## src/logic/gcc_pkg.sv

```systemverilog
`default_nettype none
package gcc_pkg;
    // Register byte offsets
    localparam logic [7:0] OFS_CTRL = 8'h00;
    localparam logic [7:0] OFS_CARR_LO = 8'h04;
    localparam logic [7:0] OFS_CARR_HI = 8'h08;
    localparam logic [7:0] OFS_CODE_LO = 8'h0c;
    localparam logic [7:0] OFS_CODE_HI = 8'h10;
    localparam logic [7:0] OFS_SLEW = 8'h14;
    localparam logic [7:0] OFS_RST = 8'h18;
    localparam logic [7:0] OFS_STAT = 8'h1c;
    localparam logic [7:0] OFS_MASK = 8'h20;
    localparam logic [7:0] OFS_RES0 = 8'h24;
    localparam logic [7:0] OFS_RES1 = 8'h28;
    localparam logic [7:0] OFS_RES2 = 8'h2c;
    localparam logic [7:0] OFS_RES3 = 8'h30;
    localparam logic [7:0] OFS_MCARR = 8'h34;
    localparam logic [7:0] OFS_MCODE = 8'h38;
    localparam logic [7:0] OFS_MEPOCH = 8'h3c;
    // Status bit positions and width
    localparam int STAT_DUMP = 0;
    localparam int STAT_MEAS = 1;
    localparam int STAT_W = 2;
    // Reset values
    localparam logic [13:0] CTRL_RESET = 14'h0000;
    localparam logic RST_RELEASE = 1'b1;
    // Code lengths and epoch counts
    localparam int GOLD_LEN = 1023;
    localparam int ML_LEN = 511;
    localparam int HALF_CHIPS = 2046;
    localparam int EPOCHS_PER_BIT = 20;
    // Measurement interval, in microseconds, and in clock cycles
    localparam int CLK_MHZ = 40;
    localparam int MEAS_SHORT_US = 9090;
    localparam int MEAS_LONG_US = 100000;
    localparam int MEAS_SHORT_CYC = MEAS_SHORT_US * CLK_MHZ;
    localparam int MEAS_LONG_CYC = MEAS_LONG_US * CLK_MHZ;
    // Dithering arm position mode
    typedef enum logic [1:0] {DITH_TRACK, DITH_EARLY, DITH_LATE} gcc_dither_e;
    // Channel control layout
    typedef struct packed {
        logic meas_long;
        gcc_dither_e dither;
        logic glonass;
        logic [1:0] spare;
        logic [7:0] code_sel;
    } gcc_ctrl_s;
    // One digitised input sample
    typedef struct packed {
        logic sign;
        logic mag;
    } gcc_sample_s;
    // Code generator output
    typedef struct packed {
        logic chip;
        logic epoch;
        logic half;
        logic [9:0] idx;
    } gcc_code_s;
endpackage
`default_nettype wire

```

## src/logic/gcc_code_gen.sv

```systemverilog
`timescale 1ns/10ps
`default_nettype none
module gcc_code_gen (
    // Clock and reset
    input wire logic hclk,
    input wire logic hresetn,
    // Control
    input wire logic run,
    input wire logic glonass,
    input wire logic [7:0] code_sel,
    input wire logic half_tick,
    // Code output
    output var gcc_pkg::gcc_code_s code
);
    import gcc_pkg::*;

    logic [10:1] g1_r; // First Gold register
    logic [10:1] g2_r; // Second Gold register
    logic [9:1] m_r; // Maximal-length register
    logic [9:0] idx_r; // Chip index within epoch
    logic half_r; // Second half of chip
    logic epoch_r; // Epoch pulse
    logic [9:0] last_idx; // Last chip of current code
    logic gold_chip; // Gold code output

    // Pick one tap of the second register, zero if out of range
    function automatic logic tap_bit(input logic [10:1] sr, input logic [3:0] t);
        tap_bit = (t >= 4'h1 && t <= 4'ha) ? sr[t] : 1'b0;
    endfunction

    // Tap pair selects the Gold code; 33 to 37 are non-satellite codes
    assign gold_chip = g1_r[10] ^ tap_bit(g2_r, code_sel[7:4])
                     ^ tap_bit(g2_r, code_sel[3:0]);
    // Code length follows the mode
    assign last_idx = glonass ? 10'(ML_LEN - 1) : 10'(GOLD_LEN - 1);
    assign code.chip = glonass ? m_r[9] : gold_chip;
    assign code.epoch = epoch_r;
    assign code.half = half_r;
    assign code.idx = idx_r;

    // Shift registers advance once per two half-chip ticks
    always_ff @(posedge hclk or negedge hresetn) begin
        if (!hresetn) begin
            g1_r <= '1;
            g2_r <= '1;
            m_r <= '1;
            idx_r <= '0;
            half_r <= 1'b0;
            epoch_r <= 1'b0;
        end else if (!run) begin
            // Held channel restarts from the epoch state
            g1_r <= '1;
            g2_r <= '1;
            m_r <= '1;
            idx_r <= '0;
            half_r <= 1'b0;
            epoch_r <= 1'b0;
        end else begin
            epoch_r <= 1'b0;
            if (half_tick) begin
                half_r <= ~half_r;
                if (half_r) begin
                    if (idx_r == last_idx) begin
                        // Epoch end: reload so the period is exact
                        idx_r <= '0;
                        g1_r <= '1;
                        g2_r <= '1;
                        m_r <= '1;
                        epoch_r <= 1'b1;
                    end else begin
                        idx_r <= idx_r + 10'h001;
                        g1_r <= {g1_r[9:1], g1_r[3] ^ g1_r[10]};
                        g2_r <= {g2_r[9:1], g2_r[2] ^ g2_r[3] ^ g2_r[6]
                                 ^ g2_r[8] ^ g2_r[9] ^ g2_r[10]};
                        m_r <= {m_r[8:1], m_r[5] ^ m_r[9]};
                    end
                end
            end
        end
    end
endmodule // gcc_code_gen
`default_nettype wire

```

## src/logic/gcc_channel.sv

```systemverilog
// Decided for this implementation: the address map and the AHB-Lite register port.
`timescale 1ns/10ps
`default_nettype none
module gcc_channel #(
    parameter int ACC_W = 20,
    parameter int unsigned MEAS_SHORT_CYC = gcc_pkg::MEAS_SHORT_CYC,
    parameter int unsigned MEAS_LONG_CYC = gcc_pkg::MEAS_LONG_CYC
) (
    // Clock and reset
    input wire logic hclk,
    input wire logic hresetn,
    // AHB-Lite slave
    input wire logic hsel,
    input wire logic [31:0] haddr,
    input wire logic [1:0] htrans,
    input wire logic hwrite,
    input wire logic [2:0] hsize,
    input wire logic [31:0] hwdata,
    input wire logic hready,
    output logic hreadyout,
    output logic hresp,
    output logic [31:0] hrdata,
    // Digitised input pin
    input wire gcc_pkg::gcc_sample_s sample_in,
    // Interrupt and shared measurement instant
    output logic irq,
    output logic meas_tic
);
    import gcc_pkg::*;

    gcc_sample_s smp_s1_r; // First sync stage
    gcc_sample_s smp_s2_r; // Second sync stage
    logic acc_phase; // Address phase taken
    logic [7:0] aofs; // Decoded offset
    logic wr_en_r; // Write data phase
    logic [7:0] waddr_r; // Write offset
    logic [31:0] hrdata_r; // Read data
    gcc_ctrl_s ctrl_r; // Channel control
    logic [31:0] carr_inc_r; // Carrier increment
    logic [31:0] code_inc_r; // Code increment
    logic [10:0] slew_pend_r; // Pending half-chip slew
    logic run_r; // Channel released
    logic [STAT_W-1:0] status_r; // Sticky events
    logic [STAT_W-1:0] mask_r; // Interrupt mask
    logic [STAT_W-1:0] stat_set; // Events this cycle
    logic rd_clr; // Status read
    logic [31:0] carr_ph_r; // Carrier phase
    logic [15:0] carr_cnt_r; // Carrier cycle count
    logic [32:0] carr_sum; // Carrier sum with carry
    logic [31:0] code_ph_r; // Code oscillator phase
    logic [32:0] code_sum; // Code sum with carry
    logic half_tick; // Half-chip advance
    logic slew_go; // Slew step this cycle
    gcc_code_s code; // Code generator output
    logic [2:0] hsr_r; // Early, prompt, late chips
    logic dump_ev; // Epoch dump event
    logic [4:0] ms_cnt_r; // 1 ms epoch count
    logic [7:0] ep20_r; // 20 ms epoch count
    logic dith_phase_r; // Dithering late half
    logic dith_late; // Dither arm at late
    logic [31:0] tb_cnt_r; // Measurement timebase
    logic [31:0] tb_last; // Last timebase count
    logic tic_r; // Measurement instant
    logic [31:0] meas_carr_r; // Latched carrier data
    logic [31:0] meas_code_r; // Latched code data
    logic [31:0] meas_epoch_r; // Latched epochs
    logic signed [ACC_W-1:0] acc_r [4]; // Running sums
    logic signed [ACC_W-1:0] res_r [4]; // Dumped sums

    // Register offset, or an unmapped marker outside the window
    function automatic logic [7:0] ofs_of(input logic [31:0] a);
        ofs_of = (a[31:8] == 24'h000000) ? {a[7:2], 2'b00} : 8'hff;
    endfunction

    // Sign times magnitude times code times oscillator sign
    function automatic logic signed [2:0] mix(input gcc_sample_s s, input logic chip,
                                              input logic flip);
        logic neg;
        neg = s.sign ^ chip ^ flip;
        mix = neg ? (s.mag ? -3'sd3 : -3'sd1) : (s.mag ? 3'sd3 : 3'sd1);
    endfunction

    // Input pin passes two flops
    always_ff @(posedge hclk or negedge hresetn) begin
        if (!hresetn) begin
            smp_s1_r <= '0;
            smp_s2_r <= '0;
        end else begin
            smp_s1_r <= sample_in;
            smp_s2_r <= smp_s1_r;
        end
    end

    // Zero-wait slave, always OKAY
    assign hreadyout = 1'b1;
    assign hresp = 1'b0;
    assign hrdata = hrdata_r;
    assign acc_phase = hsel & htrans[1] & hready;
    assign aofs = ofs_of(haddr);
    assign rd_clr = acc_phase & ~hwrite & (aofs == OFS_STAT);

    // Capture write address phase
    always_ff @(posedge hclk or negedge hresetn) begin
        if (!hresetn) begin
            wr_en_r <= 1'b0;
            waddr_r <= 8'hff;
        end else begin
            wr_en_r <= acc_phase & hwrite;
            if (acc_phase) begin
                waddr_r <= aofs;
            end
        end
    end

    // Software-written configuration
    always_ff @(posedge hclk or negedge hresetn) begin
        if (!hresetn) begin
            ctrl_r <= gcc_ctrl_s'(CTRL_RESET);
            carr_inc_r <= '0;
            code_inc_r <= '0;
            run_r <= 1'b0;
            mask_r <= '0;
        end else if (wr_en_r) begin
            case (waddr_r)
                OFS_CTRL: ctrl_r <= gcc_ctrl_s'(hwdata[$bits(gcc_ctrl_s)-1:0]);
                OFS_CARR_LO: carr_inc_r[15:0] <= hwdata[15:0];
                OFS_CARR_HI: carr_inc_r[31:16] <= hwdata[15:0];
                OFS_CODE_LO: code_inc_r[15:0] <= hwdata[15:0];
                OFS_CODE_HI: code_inc_r[31:16] <= hwdata[15:0];
                OFS_RST: run_r <= (hwdata[0] == RST_RELEASE);
                OFS_MASK: mask_r <= hwdata[STAT_W-1:0];
                default: ;
            endcase
        end
    end

    // Slew write loads a half-chip count, drained one per running cycle without a code carry
    always_ff @(posedge hclk or negedge hresetn) begin
        if (!hresetn) begin
            slew_pend_r <= '0;
        end else if (wr_en_r && waddr_r == OFS_SLEW) begin
            slew_pend_r <= (hwdata[10:0] < 11'(HALF_CHIPS)) ? hwdata[10:0] : '0;
        end else if (slew_go) begin
            slew_pend_r <= slew_pend_r - 11'h001;
        end
    end

    // Sticky status, a set wins over the read clear
    assign dump_ev = code.epoch & run_r;
    assign stat_set = STAT_W'({tic_r, dump_ev});
    always_ff @(posedge hclk or negedge hresetn) begin
        if (!hresetn) begin
            status_r <= '0;
        end else begin
            status_r <= (rd_clr ? '0 : status_r) | stat_set;
        end
    end
    assign irq = |(status_r & mask_r);

    // Read data registered at the address phase
    always_ff @(posedge hclk or negedge hresetn) begin
        if (!hresetn) begin
            hrdata_r <= '0;
        end else if (acc_phase && !hwrite) begin
            case (aofs)
                OFS_CTRL: hrdata_r <= 32'(ctrl_r);
                OFS_CARR_LO: hrdata_r <= 32'(carr_inc_r[15:0]);
                OFS_CARR_HI: hrdata_r <= 32'(carr_inc_r[31:16]);
                OFS_CODE_LO: hrdata_r <= 32'(code_inc_r[15:0]);
                OFS_CODE_HI: hrdata_r <= 32'(code_inc_r[31:16]);
                OFS_SLEW: hrdata_r <= 32'(slew_pend_r);
                OFS_RST: hrdata_r <= 32'(run_r);
                OFS_STAT: hrdata_r <= 32'(status_r);
                OFS_MASK: hrdata_r <= 32'(mask_r);
                OFS_RES0: hrdata_r <= 32'(res_r[0]);
                OFS_RES1: hrdata_r <= 32'(res_r[1]);
                OFS_RES2: hrdata_r <= 32'(res_r[2]);
                OFS_RES3: hrdata_r <= 32'(res_r[3]);
                OFS_MCARR: hrdata_r <= meas_carr_r;
                OFS_MCODE: hrdata_r <= meas_code_r;
                OFS_MEPOCH: hrdata_r <= meas_epoch_r;
                default: hrdata_r <= '0;
            endcase
        end
    end

    // Carrier and code oscillators
    assign carr_sum = {1'b0, carr_ph_r} + {1'b0, carr_inc_r};
    assign code_sum = {1'b0, code_ph_r} + {1'b0, code_inc_r};
    assign slew_go = (slew_pend_r != 11'h000) & ~code_sum[32] & run_r;
    assign half_tick = code_sum[32] | slew_go;
    always_ff @(posedge hclk or negedge hresetn) begin
        if (!hresetn) begin
            carr_ph_r <= '0;
            carr_cnt_r <= '0;
            code_ph_r <= '0;
        end else if (!run_r) begin
            carr_ph_r <= '0;
            carr_cnt_r <= '0;
            code_ph_r <= '0;
        end else begin
            carr_ph_r <= carr_sum[31:0];
            carr_cnt_r <= carr_cnt_r + 16'(carr_sum[32]);
            code_ph_r <= code_sum[31:0];
        end
    end

    // Code generator
    gcc_code_gen u_code (
        .hclk(hclk),
        .hresetn(hresetn),
        .run(run_r),
        .glonass(ctrl_r.glonass),
        .code_sel(ctrl_r.code_sel),
        .half_tick(half_tick & run_r),
        .code(code)
    );

    // Half-chip taps: early, prompt, late
    always_ff @(posedge hclk or negedge hresetn) begin
        if (!hresetn) begin
            hsr_r <= '0;
        end else if (!run_r) begin
            hsr_r <= '0;
        end else if (half_tick) begin
            hsr_r <= {hsr_r[1:0], code.chip};
        end
    end

    // Epoch counters and dither phase, stepped by own epochs
    always_ff @(posedge hclk or negedge hresetn) begin
        if (!hresetn) begin
            ms_cnt_r <= '0;
            ep20_r <= '0;
            dith_phase_r <= 1'b0;
        end else if (!run_r) begin
            ms_cnt_r <= '0;
            ep20_r <= '0;
            dith_phase_r <= 1'b0;
        end else if (dump_ev) begin
            if (ms_cnt_r == 5'(EPOCHS_PER_BIT - 1)) begin
                ms_cnt_r <= '0;
                ep20_r <= ep20_r + 8'h01;
                dith_phase_r <= ~dith_phase_r;
            end else begin
                ms_cnt_r <= ms_cnt_r + 5'h01;
            end
        end
    end

    // Dither arm position
    always_comb begin
        case (ctrl_r.dither)
            DITH_EARLY: dith_late = 1'b0;
            DITH_LATE: dith_late = 1'b1;
            default: dith_late = dith_phase_r;
        endcase
    end

    // Four arms: prompt I, prompt Q, dither I, dither Q
    for (genvar a = 0; a < 4; a++) begin : g_arm
        logic chip;
        logic flip;
        logic signed [2:0] prod;
        assign chip = (a < 2) ? hsr_r[1] : (dith_late ? hsr_r[2] : hsr_r[0]);
        assign flip = (a % 2 == 1) ? carr_ph_r[31] : (carr_ph_r[31] ^ carr_ph_r[30]);
        assign prod = mix(smp_s2_r, chip, flip);
        always_ff @(posedge hclk or negedge hresetn) begin
            if (!hresetn) begin
                acc_r[a] <= '0;
                res_r[a] <= '0;
            end else if (!run_r) begin
                acc_r[a] <= '0;
            end else if (dump_ev) begin
                res_r[a] <= acc_r[a];
                acc_r[a] <= ACC_W'(prod);
            end else begin
                acc_r[a] <= acc_r[a] + ACC_W'(prod);
            end
        end
    end

    // Measurement timebase, independent of channel reset
    assign tb_last = (ctrl_r.meas_long ? MEAS_LONG_CYC : MEAS_SHORT_CYC) - 1;
    always_ff @(posedge hclk or negedge hresetn) begin
        if (!hresetn) begin
            tb_cnt_r <= '0;
            tic_r <= 1'b0;
        end else begin
            tic_r <= (tb_cnt_r >= tb_last);
            tb_cnt_r <= (tb_cnt_r >= tb_last) ? '0 : tb_cnt_r + 32'h1;
        end
    end
    assign meas_tic = tic_r;

    // Snapshot at the common instant
    always_ff @(posedge hclk or negedge hresetn) begin
        if (!hresetn) begin
            meas_carr_r <= '0;
            meas_code_r <= '0;
            meas_epoch_r <= '0;
        end else if (tic_r) begin
            meas_carr_r <= {carr_cnt_r, carr_ph_r[31:16]};
            meas_code_r <= {5'h00, code.idx, code.half, code_ph_r[31:16]};
            meas_epoch_r <= {19'h0, ep20_r, ms_cnt_r};
        end
    end
endmodule // gcc_channel
`default_nettype wire

```

## config.mk

```make
export PLATFORM = sky130hd
export DESIGN_NAME = gcc_channel
export DESIGN_NICKNAME = d
export VERILOG_FILES = /design/src/logic/gcc_pkg.sv /design/src/logic/gcc_code_gen.sv /design/src/logic/gcc_channel.sv
export SDC_FILE = /design/constraint.sdc
export NUM_CORES = 1
export LEC_CHECK = 0
export BUFFER_PORTS_ARGS = -buffer_cell sky130_fd_sc_hd__buf_2
export CORE_ASPECT_RATIO = 1.75
export CORE_UTILIZATION = 51
export DETAILED_ROUTE_END_ITERATION = 10
export GPL_ROUTABILITY_DRIVEN = 0
export GPL_TIMING_DRIVEN = 0
export PLACE_DENSITY = 0.68
export SYNTH_ARGS = -nofsm -noshare
export SYNTH_HDL_FRONTEND = slang
export SYNTH_SLANG_ARGS = --single-unit
```

## constraint.sdc

```tcl
create_clock -name hclk -period 7.3 [get_ports hclk]
set_clock_uncertainty 0.2 [all_clocks]
set_input_delay 2.19 -clock hclk [delete_from_list [all_inputs] [get_ports hclk]]
set_output_delay 2.19 -clock hclk [all_outputs]
set_load 0.005 [all_outputs]
```

==> metrics.txt <==
post-cts hold buffer count 0; setup bufs post-CTS 0; CTS root buffer clkbuf_16; Ports 112; #FFs+latches synth 541; Crit path required time 7.63 ns; critical-path maximum fanout 10; Clk Latency, worst-skew pair 0.62 ns; Final Hold Viols 0; MaxCap Viol Count 0; most common cell after layout, fill and taps aside dfrtp_1; H-tree Lvls 2; Setup Total Neg Slack 0 ns; Syn-to-layout area delta 11.7%; share of layout cells above drive strength 1 0.139; Die W 182 um; via total after detailed routing 23800; CTS Buf Count 50; Synthesis Warnings 0; mapped cell area 0.0288 sq mm; most frequent cells in the layout dfrtp_1, nand2_1, nor2_1; WL final 93000 um; grt met1 use 0.354; Max Slew Vio Count 0; Peak VDD IR 0.000175 V; vias in the first global route 24300; clock sinks 541; nets 3263; fraction of the yosys area taken by sequential cells 0.472; Placed Cells 3672; Worst setup SP type input pin; RR Startpoint carr_inc_r[0]$_DFFE_PN0P_; synth top area cells dfrtp_1, ha_1, mux2_2; period utilization 0.788; Worst-path clk slew 0.07 ns; Routed Antenna Nets 0; Post-synth top flop dfrtp_1; placement row count 114; crit path DAT 6.08 ns; global-route wire length before repair 143000 um; Slew Limit Headroom 0.143; DR vias/cell 6.32; RSZ-0062 raised after global routing no; total gr overflow 0; Detail Placement HPWL 69700 um; crit path launch haddr[9]; CP endpoint kind register; M2 GR Usage 0.563; 1st-pass router iterations 9; GR peak layer met2; die height 316 um; WHS 0.157 ns; die area 0.0575 sq mm; clock buffer depth 3; final worst path period need 5.75 ns; status finished, final reports clean; pin count of the biggest net entering global routing 123; Leak 15.0 nW; pre-CTS WS 1.20 ns; post-synth top area share 0.439; max frequency 174 MHz; EDFF count, synth 0; post-layout power 12.5 mW; post-synth cell types 84; 1st-iter DRT viols 2014; Hold Crit Start smp_s1_r[1]$_DFF_PN0_; setup violators final 0; FFs w/ async S/R, synth 1.00; # DRC 0; met3 Use GR 0.0667; min setup slack post-route 1.55 ns; fin cells 3766; starting density of the core 0.519; Fillers 4659; synthesized instance count 2876; crit path kind input pin to register; core area 0.0555 sq mm; Avg Inst Size Synth 10.0 sq um; Hold Path Class register to register; CTS tree done; gr usage total 0.330; leading area contributor after synthesis dfrtp_1; drt wl/cell 24.7 um; power density cells 388 mW/mm^2; initial antenna violation count 4; Least-Margin Pin Slew 1.27 ns; post_cts resized 0; IO Port Bufs 86
==> registers in the layout, summed over array words and instances (netlist names), 5 cells and up <==
signal and cells:
u_code.g2_r 10, u_code.g1_r 10, carr_cnt_r 16, carr_ph_r 32, meas_code_r 27, code_inc_r 32, u_code.m_r 9, ctrl_r 14
waddr_r 7, slew_pend_r 11, ms_cnt_r 5, hrdata 32, meas_carr_r 32, meas_epoch_r 13, acc_r 80, u_code.idx_r 10
carr_inc_r 32, ep20_r 8, tb_cnt_r 32, code_ph_r 32, res_r 80
==> synthesized netlist by cell type, drive strengths merged, types with 7 or more instances <==
cell	n
mux2	154
xor2	82
o21ai	123
inv	55
nand2	354
a21o	57
mux2i	15
nor2b	16
a22o	18
dfstp	36
or3	17
o31ai	7
a211oi	27
and2	16
nor2	253
dfrtp	505
o21bai	16
nand3	68
xnor2	84
and3	32
o21a	19
a2111oi	24
a31oi	36
nand4	29
nor3b	11
nand2b	28
buf	35
a22oi	51
clkbuf	95
a221oi	36
ha	153
nor3	74
a21oi	216
nor4	15
o211ai	18
a222oi	10
==> final timing paths <==
kind / to / slack, ns / cells past startpoint
setup / recovery: hrdata[7]$_DFFE_PN0P_ / 1.55 / 12
hold / removal: smp_s2_r[1]$_DFF_PN0_ / 0.16 / 0
setup reg to reg: carr_cnt_r[14]$_DFF_PN0_ / 1.69 / 19
hold reg to reg: smp_s2_r[1]$_DFF_PN0_ / 0.16 / 0
max in group asynchronous: hrdata[20]$_DFFE_PN0P_ / 3.86 / 3
min in group asynchronous: carr_ph_r[13]$_DFF_PN0_ / 1.37 / 1
==> where the power goes <==
part / internal, mW / total [mW] / switching [mW]
logic: 2.39 / 5.54 / 3.15
registers: 3.49 / 3.90 / 0.413
clock network: 1.81 / 3.05 / 1.23
total: 7.70 / 12.5 / 4.79
==> kinds of logic (layout without fill, tap and decap cells) <==
family | Yosys count | in the layout | synth area share
adders and majority gates | 159 | 159 | 0.0706
other | 2 | 12 | 0.000261
AOI/OAI and AO/OA | 720 | 720 | 0.166
xor gates and xnor gates | 166 | 166 | 0.0505
muxes | 171 | 171 | 0.0670
buffers and inverters | 185 | 369 | 0.0261
and+or+nand+nor | 932 | 932 | 0.148
DFF | 541 | 541 | 0.472
==> final cells by class <==
cell class | instances | area [sq um] | area share
Antenna cell | 1 | 2.50 | 0.0000778
Buffer | 130 | 544 | 0.0169
Clock buffer | 66 | 1440 | 0.0446
Clock inverter | 27 | 463 | 0.0144
Inverter | 55 | 206 | 0.00642
Multi-Input combinational cell | 2159 | 14500 | 0.451
Sequential cell | 541 | 13600 | 0.422
Tap cell | 696 | 871 | 0.0271
Timing Repair Buffer | 91 | 562 | 0.0175
==> stage by stage <==
| step | utilization | area, sq um |
|---|---|---|
| floorplan | - | 28800 |
| global placement | 0.543 | 30100 |
| detailed placement | 0.546 | 30300 |
| CTS | 0.580 | 32200 |
| global route | 0.580 | 32200 |
| finish | 0.580 | 32200 |
==> layer usage <==
metal  part of all wire  vias to the layer above
met5            0.00025                        -
met1               0.35                    11800
li1                   -                    10700
met2               0.48                      979
met4              0.095                        4
met3              0.071                      345
==> critical path, stage by stage <==
cell     delay [ns]
buf_2          0.10
nor4_1         0.26
and4_1         0.24
nand3_2        0.18
nor4_1         0.66
nand2_1        0.29
nor2_1         0.86
buf_2          0.47
a22oi_1        0.13
nand3_1        0.28
nor2_1         0.22
a21oi_1        0.18
No activity file was read; power rests on OpenSTA's default activity.
